File: src/inc/xfer_mode_pkg.sv
/*
  Package for the transfer controller mode-field decoder: register map,
  field positions, encodings and reset values.
  Assumes a 32-bit APB slave with word-aligned registers.
*/
package xfer_mode_pkg;
  localparam logic [11:0] off_mode  = 12'h000;
  localparam logic [11:0] off_cmd   = 12'h004;
  localparam logic [11:0] off_stat  = 12'h008;
  localparam logic [11:0] off_next  = 12'h00C;

  localparam int mode_lo_pos  = 10;
  localparam int size_lo_pos  = 8;
  localparam int side_pos     = 7;
  localparam int chain_pos    = 6;

  localparam logic [31:0] mode_reset  = 32'h0000_0000;
  localparam logic [31:0] addr_reset  = 32'h0000_0000;
  localparam logic [31:0] info_stride = 32'h0000_0010;

  typedef enum logic [1:0] {
    xm_normal = 2'b00,
    xm_repeat = 2'b01,
    xm_block  = 2'b10,
    xm_resv   = 2'b11
  } xfer_mode_t;

  typedef enum logic [1:0] {
    xs_byte  = 2'b00,
    xs_word  = 2'b01,
    xs_long  = 2'b10,
    xs_resv  = 2'b11
  } xfer_size_t;

  typedef enum logic [1:0] {
    st_wait  = 2'b00,
    st_run   = 2'b01,
    st_chain = 2'b10
  } ctl_state_t;
endpackage

File: src/rtl/xfer_mode_decode.sv
/*
  Transfer controller mode-field decoder with an APB register port.
  Software writes the transfer information mode word, then activates.
  Assumes the APB master keeps the request stable until pready.
*/
// The placing of the registers and the APB interface to the registers were left to the implementer.
// Overview of operation
// Mode field 00 normal, 01 repeat, 10 block; 11 reserved.
// Size field 00 byte, 01 word, 10 longword; 11 reserved.
// Repeat/block with side bit 0: destination is the area.
// Repeat/block with side bit 1: source is the area.
// Chain bit 0: end transfer, wait for next activation.
// Chain bit 1: fetch next info sixteen bytes on, same source.
// Normal mode ignores the area-side select bit.
module xfer_mode_decode (
  input  wire logic                 pclk,
  input  wire logic                 presetn,
  input  wire logic                 psel,
  input  wire logic                 penable,
  input  wire logic                 pwrite,
  input  wire logic [11:0]          paddr,
  input  wire logic [31:0]          pwdata,
  output logic      [31:0]          prdata,
  output logic                      pready,
  output logic                      pslverr,
  output xfer_mode_pkg::xfer_mode_t mode_out,
  output xfer_mode_pkg::xfer_size_t size_out,
  output logic                      dst_area,
  output logic                      src_area,
  output logic                      info_fetch,
  output logic      [31:0]          info_addr,
  output logic                      busy,
  output logic                      done
);
  import xfer_mode_pkg::*;

  logic [31:0] mode_q, mode_d;
  logic [31:0] base_q, base_d;
  logic [31:0] rdata_q, rdata_d;
  logic        rdy_q, rdy_d, err_q, err_d;
  ctl_state_t  state_q, state_d;
  xfer_mode_t  mode_q2, mode_d2;
  xfer_size_t  size_q, size_d;
  logic        dst_q, dst_d, src_q, src_d;
  logic        fetch_q, fetch_d, done_q, done_d;
  logic [31:0] iaddr_q, iaddr_d;
  logic        resv_q, resv_d;
  logic        busy_q, busy_d;

  logic        acc, wr, rd;
  xfer_mode_t  fmode;
  xfer_size_t  fsize;
  logic        fside, fchain, area_on;

  assign acc     = psel && penable && !rdy_q;
  assign wr      = acc && pwrite;
  assign rd      = acc && !pwrite;
  assign fmode   = xfer_mode_t'(mode_q[mode_lo_pos+1:mode_lo_pos]);
  assign fsize   = xfer_size_t'(mode_q[size_lo_pos+1:size_lo_pos]);
  assign fside   = mode_q[side_pos];
  assign fchain  = mode_q[chain_pos];
  // Only repeat and block have an area, so normal drops the side bit
  assign area_on = (fmode == xm_repeat) || (fmode == xm_block);

  // Register map, one aligned word each:
  //   mode word   - mode, size, area side and chain fields
  //   activation  - start address; a write while idle starts a run
  //   status      - busy, dst, src, fetch, done, reserved-code seen
  //   next info   - address of the set being worked on
  // Writes to status and next info are dropped without an error, so
  // software may write back a word that it has just read
  always_comb begin
    mode_d  = mode_q;
    base_d  = base_q;
    rdy_d   = acc;
    err_d   = 1'b0;
    rdata_d = rdata_q;
    if (wr) begin
      unique case (paddr)
        off_mode: mode_d = pwdata;
        off_cmd:  base_d = {pwdata[31:4], 4'h0};
        default:  err_d  = (paddr != off_stat) && (paddr != off_next);
      endcase
    end
    if (rd) begin
      unique case (paddr)
        off_mode: rdata_d = mode_q;
        off_cmd:  rdata_d = base_q;
        off_stat: rdata_d = {26'h000_0000, resv_q, done_q, fetch_q,
                             src_q, dst_q, state_q != st_wait};
        off_next: rdata_d = iaddr_q;
        default: begin
          rdata_d = 32'h0000_0000;
          err_d   = 1'b1;
        end
      endcase
    end
  end

  // Writing the activation word starts a run; a busy engine ignores it
  always_comb begin
    state_d = state_q;
    mode_d2 = mode_q2;
    size_d  = size_q;
    dst_d   = dst_q;
    src_d   = src_q;
    fetch_d = 1'b0;
    done_d  = 1'b0;
    iaddr_d = iaddr_q;
    resv_d  = resv_q;
    unique case (state_q)
      st_wait: begin
        if (wr && paddr == off_cmd) begin
          state_d = st_run;
          iaddr_d = {pwdata[31:4], 4'h0};
          fetch_d = 1'b1;
        end
      end
      st_run: begin
        mode_d2 = fmode;
        size_d  = fsize;
        resv_d  = (fmode == xm_resv) || (fsize == xs_resv);
        dst_d   = area_on && !fside;
        src_d   = area_on && fside;
        if (fchain) begin
          state_d = st_chain;
        end else begin
          state_d = st_wait;
          done_d  = 1'b1;
        end
      end
      st_chain: begin
        iaddr_d = iaddr_q + info_stride;
        fetch_d = 1'b1;
        state_d = st_run;
      end
      default: state_d = st_wait;
    endcase
    busy_d  = (state_d != st_wait);
  end

  always_ff @(posedge pclk or negedge presetn) begin
    if (!presetn) begin
      mode_q  <= mode_reset;
      base_q  <= addr_reset;
      rdata_q <= 32'h0000_0000;
      rdy_q   <= 1'b0;
      err_q   <= 1'b0;
      state_q <= st_wait;
      mode_q2 <= xm_normal;
      size_q  <= xs_byte;
      dst_q   <= 1'b0;
      src_q   <= 1'b0;
      fetch_q <= 1'b0;
      done_q  <= 1'b0;
      iaddr_q <= addr_reset;
      resv_q  <= 1'b0;
      busy_q  <= 1'b0;
    end else begin
      mode_q  <= mode_d;
      base_q  <= base_d;
      rdata_q <= rdata_d;
      rdy_q   <= rdy_d;
      err_q   <= err_d;
      state_q <= state_d;
      mode_q2 <= mode_d2;
      size_q  <= size_d;
      dst_q   <= dst_d;
      src_q   <= src_d;
      fetch_q <= fetch_d;
      done_q  <= done_d;
      iaddr_q <= iaddr_d;
      resv_q  <= resv_d;
      busy_q  <= busy_d;
    end
  end

  assign prdata     = rdata_q;
  assign pready     = rdy_q;
  assign pslverr    = err_q;
  assign mode_out   = mode_q2;
  assign size_out   = size_q;
  assign dst_area   = dst_q;
  assign src_area   = src_q;
  assign info_fetch = fetch_q;
  assign info_addr  = iaddr_q;
  assign busy       = busy_q;
  assign done       = done_q;
endmodule // xfer_mode_decode

File: config.mk
export PLATFORM = sky130hd
export DESIGN_NAME = xfer_mode_decode
export DESIGN_NICKNAME = d
export VERILOG_FILES = /design/src/inc/xfer_mode_pkg.sv /design/src/rtl/xfer_mode_decode.sv
export SDC_FILE = /design/constraint.sdc
export NUM_CORES = 1
export LEC_CHECK = 0
export BUFFER_PORTS_ARGS = -buffer_cell sky130_fd_sc_hd__buf_2
export CORE_ASPECT_RATIO = 1.2
export CORE_UTILIZATION = 39
export DETAILED_ROUTE_END_ITERATION = 7
export MAX_ROUTING_LAYER = met4
export PLACE_DENSITY = 0.67
export SETUP_SLACK_MARGIN = 0.5
export SKIP_LAST_GASP = 1
export SYNTH_ARGS = -nofsm -noshare
export SYNTH_HDL_FRONTEND = slang
export SYNTH_SLANG_ARGS = --single-unit
File: constraint.sdc
create_clock -name pclk -period 2.4 [get_ports pclk]
set_input_delay 0.48 -clock pclk [delete_from_list [all_inputs] [get_ports pclk]]
set_output_delay 0.48 -clock pclk [all_outputs]
set_load 0.03 [all_outputs]
== Word level (Yosys, flattened, before mapping) ==
Cells that the tools add are included.

* Bits in registers: 138
* Bits in latches: 0
* Memory bits (writable): 0
* Bits in read-only memories: 0
* Input port bits: 49
* Output and inout port bits: 75
* Memories: 0

* $add $sub $neg: 1
* Multipliers: 0
* Divide/modulo/power cells: 0
* $lt $le $gt $ge: 0
* Equality and inequality tests: 12
* Shift-type cells: 0
* Muxes and demuxes: 14
* Bitwise logic cells: 0
* Reductions and logical operators: 23

{| class="wikitable"
|+ Operator list
! operator !! number
|-
| 32-bit one-hot mux with 4 select lines || 1
|-
| 32-bit one-hot mux with 2 select lines || 1
|-
| 32-bit by 5-bit adder with 32-bit output, second input constant || 1
|-
| 32-bit two-way mux || 1
|-
| 12-bit by 4-bit == test with 1-bit output, second input constant || 2
|-
| 12-bit by 4-bit inequality test with 1-bit output, second input constant || 2
|-
| 12-bit by 3-bit == test with 1-bit output, second input constant || 1
|-
| 12-bit logical NOT || 1
|-
| 2-bit == test, second input constant || 4
|-
| 1-bit logical AND || 8
|-
| 1-bit two-way mux || 7
|-
| 2-bit one-hot mux with 3 select lines || 1
|-
| 2-bit AND reduction || 3
|-
| 2-bit nonzero test || 3
|-
| 2-bit by 1-bit == test with 1-bit output, second input constant || 2
|-
| 2-bit two-way mux || 2
|-
| 4-bit OR reduction || 1
|-
| 1-bit logical NOT || 3
|-
| 2-bit logical NOT || 1
|-
| 1-bit logical OR || 2
|-
| 2-bit inequality test, second input constant || 1
|-
| 1-bit one-hot mux with 2 select lines || 1
|-
| 2-bit OR reduction || 1
|}

== Logic depth before layout (Yosys ltp) ==
* Word-level depth: 7
* Mapped depth: 8
* Depth with buffers taken out: 6

== Worst setup path after synthesis ==
OpenSTA, ideal clock, no wires.

* Kind: input port to flip-flop
* Start: in paddr[11]
* End: reg iaddr_q[6], in the netlist info_addr[6]
* Library setup time: 0.143 ns
* Data arrival time: 1.862 ns
* Slack: 0.395 ns
* Stages: 7
* Cell sequence: nor4_4 -> nand3_2 -> or4_1 -> buf_2 -> buf_6 -> nand3_1 -> o211ai_1

* Cells in the longest elaborated chain, start to end: 4

{| class="wikitable"
|+ Ends and longest elaborated chain
! item !! RTL line !! text
|-
| start, declared || xfer_mode_decode.sv:21 || <nowiki>input wire logic [11:0] paddr,</nowiki>
|-
| 12-bit by 3-bit == test with 1-bit output || xfer_mode_decode.sv:113 || <nowiki>if (wr && paddr == off_cmd) begin</nowiki>
|-
| 1-bit logical AND || xfer_mode_decode.sv:113 ||
|-
| 2-bit inequality test (no source line) || n/a ||
|-
| 2-bit AND reduction (no source line) || n/a ||
|-
| end signal, assigned || xfer_mode_decode.sv:156 || <nowiki>iaddr_q <= addr_reset;</nowiki>
|-
| end signal, assigned || xfer_mode_decode.sv:172 || <nowiki>iaddr_q <= iaddr_d;</nowiki>
|-
| end, declared || xfer_mode_decode.sv:46 || <nowiki>logic [31:0] iaddr_q, iaddr_d;</nowiki>
|}

No other way between the ends.
A chain may end at the register's enable or synchronous reset.

== Final worst setup path ==
* Start: in paddr[7]
* End: reg iaddr_q[5], in the netlist info_addr[5]

The elaborated chain is that of the path after synthesis.

==> flow_summary.yaml <==
drt:
  drt_pass1_iterations: 4
  drc: 0
  vias_per_cell: 5.473
  vias: 4904
  routed_wl_um: 16340
  ant_nets: 0
  post_drt_wl_per_cell_um: 18.24
  drt_iter0_drc: 336
clocking:
  cts_sinks: 134
  cts_tree: "built"
  htree_num_levels: 4
  hold_buffers: 0
  clkTransAtPathRegs_ns: 0.06
  cts_made_buffers: 17
  clk-insertion-delay-late_ns: 0.41
  cts-root-buf: "clkbuf_16"
  clk_path_buf_depth: 2
die:
  die_w_um: 118
  core_um2: 15700
  start_util: 0.4010
  die_h_um: 141.2
  fp.dieArea_um2: 16660
  io_pins: 124
  row_count: 50
cells_and_area:
  fin_cells: 896
  syn_to_final_growth_pct: 26.13
  n_fill_cell: 1366
  fin_area_um2: 7943
  drive_above_1_share: 0.4279
  final_nets: 725
placement:
  hpwlAfterDp_um: 11450
  io_buffers: 119
  place_area_um2: 7254
  placed_cells: 861
  gp_congestion: 0.8400
run:
  cap_violations: 0
worst_setup_path:
  crit_type: "in2reg"
  timing.rr.start: "info_addr[14]"
  arrival_ns: 2.12
  r2r_cells: 5
  ff2ff_setup_slack_ns: 0.60
  cp.required_ns: 2.68
  crit_path_end_kind: "flop"
  r2r-end: "info_addr[24]"
  crit_fanout: 33
  start_kind: "input pin"
synth:
  ys.flop_type: "dfrtp_1"
  synth_seq_cells: 134
  synth_top_area_frac: 0.5325
  synth_most_common_cell: "dfrtp_1"
  yosysWarnings: 0
  ys_types: 47
  synthArstFlopShare: 1.000
  synth-edff-count: 0
  syn_area_um2: 6297
  synthCells: 545
  avgSynthCellArea_um2: 11.55
  synthTopCellsByArea: "dfrtp_1, mux2_2, o31ai_1, nand2_1, a22oi_1"
  seq_area_frac_synth: 0.5325
  yosys.area.top_type: "dfrtp_1"
  yosys-top-cells-count: "dfrtp_1, mux2_2, nand2_1, o31ai_1, nand3_1"
global_route:
  grt_usage: 0.2098
  antenna_found_initial: 1
  grt_first_pass_wirelength_um: 26590
  grt_max_degree: 59
  grt_pass1_vias: 5050
  grt.overflow.total: 0
sta:
  fmax_mhz: 544.0
  fin_crit_sh: 0.7660
  fin_skew_ns: 0.006305
  drv_slew: 0
  tightest_slew_ns: 0.5738
  slew_headroom: 0.6175
  hold_viol_final: 0
  setup_viol_count_final: 0
  setup_tns_ns: 0
  min_period_ns: 1.838
  rsz0062_at_grt: "yes"
status:
  status: "complete, no violations"
hold_path:
  min_path_type: "in2async"
power_and_ir_drop:
  power.leakage_uw: 0.003768
  ir_drop_v: 0.0004843
  powerDensity_nw_per_um2: 661.0
==> routing by layer <==
metal / global-route usage / vias to the layer above / share of wire
li1: - / 2281 / -
met1: 0.2436 / 2461 / 0.42
met2: 0.3585 / 137 / 0.53
met3: 0.03964 / 25 / 0.037
met4: 0.08300 / 0 / 0.018
met5: - / - / 0
==> critical path: stages <==
cell and delay (ns):
buf_2 0.11, nor4_4 0.34, nand3_2 0.16, buf_12 0.22, or2_1 0.23, buf_4 0.22, o31ai_1 0.25, a21oi_1 0.11
==> cell type report <==
type                       count  area, um2  share of cell area
inverter                       4      15.01            0.001890
clock inverter                 8      147.6             0.01859
tap                          208      260.3             0.03277
multi-input combinational    370       2821              0.3552
antenna                        1      2.502           0.0003151
clock buffer                  24      471.7             0.05939
sequential                   134       3358              0.4228
timing repair buffer         147      865.8              0.1090
==> worst max path at each step <==
stage | from | to | slack, ns
floorplan | paddr[7] | info_addr[6] | 0.40
finish | paddr[7] | info_addr[5] | 0.56
global placement | paddr[11] | info_addr[16] | 0.18
detailed placement | paddr[11] | info_addr[16] | 0.15
CTS | info_addr[9] | info_addr[23] | 0.49
global route | info_addr[14] | info_addr[24] | 0.46
==> kinds of logic after synthesis <==
kind of cell	share of synthesized area
AOI/OAI and AO/OA	0.1248
xor gates and xnor gates	0.001391
adders and majority gates	0.003973
buffers and inverters	0.03219
DFF	0.5325
muxes	0.1744
other	0.0005955
and+or+nand+nor	0.1301
==> flip-flops by register name, summed over array words and instances, names as in the netlist, 2 cells and up <==
signal,flops
prdata,32
state_q,2
info_addr,28
size_out,2
base_q,28
mode_q,32
mode_out,2
==> where the power goes <==
part           leakage (uW)  internal [uW]  switching [uW]  total [uW]
clock network      0.000291           1790             954        2750
logic               0.00169           77.9             158         235
registers           0.00179           2260            2.75        2270
total               0.00377           4140            1110        5250
==> stage by stage <==
stage | total power (uW) | hold slack, ns | worst slack [ns] | util
3_3_place_gp | 2538 | 0.4620 | 0.1837 | 0.4620
4_1_cts | 5280 | 0.04781 | 0.4917 | 0.5029
6_report | 5250 | 0.03277 | 0.5616 | 0.5058
3_5_place_dp | 2544 | 0.4654 | 0.1458 | 0.4620
5_1_grt | 5386 | 0.07454 | 0.4550 | 0.5058
2_1_floorplan | 2400 | 0.1844 | 0.4022 | -
==> layout by cell type (no fill, tap or decap), types with 5 or more instances in the layout <==
| cell | Yosys | layout |
|---|---|---|
| nor4_4 | 4 | 6 |
| buf_2 | 6 | 118 |
| dfrtp_1 | 134 | 130 |
| clkbuf_1 | 24 | 5 |
| a21oi_1 | 9 | 9 |
| nand2_1 | 59 | 59 |
| nor2_1 | 24 | 23 |
| o211ai_1 | 12 | 12 |
| nor3_1 | 8 | 7 |
| o31ai_1 | 31 | 31 |
| clkbuf_16 | 0 | 17 |
| mux2_2 | 90 | 90 |
| o21ai_0 | 14 | 14 |
| nand3_1 | 27 | 24 |
| a22oi_1 | 26 | 26 |
| buf_4 | 4 | 23 |
| nand4_1 | 11 | 11 |
==> timing repair <==
item / 4_1_cts / 5_1_grt
endpoints found under the hold margin: 0 / 0
pin swaps: 0 / 3
setup endpoints to repair: 5 / 18
resized for setup: 4 / 9
buffers inserted: 0 / 2
Note: power is estimated with default switching activity, not from simulation.
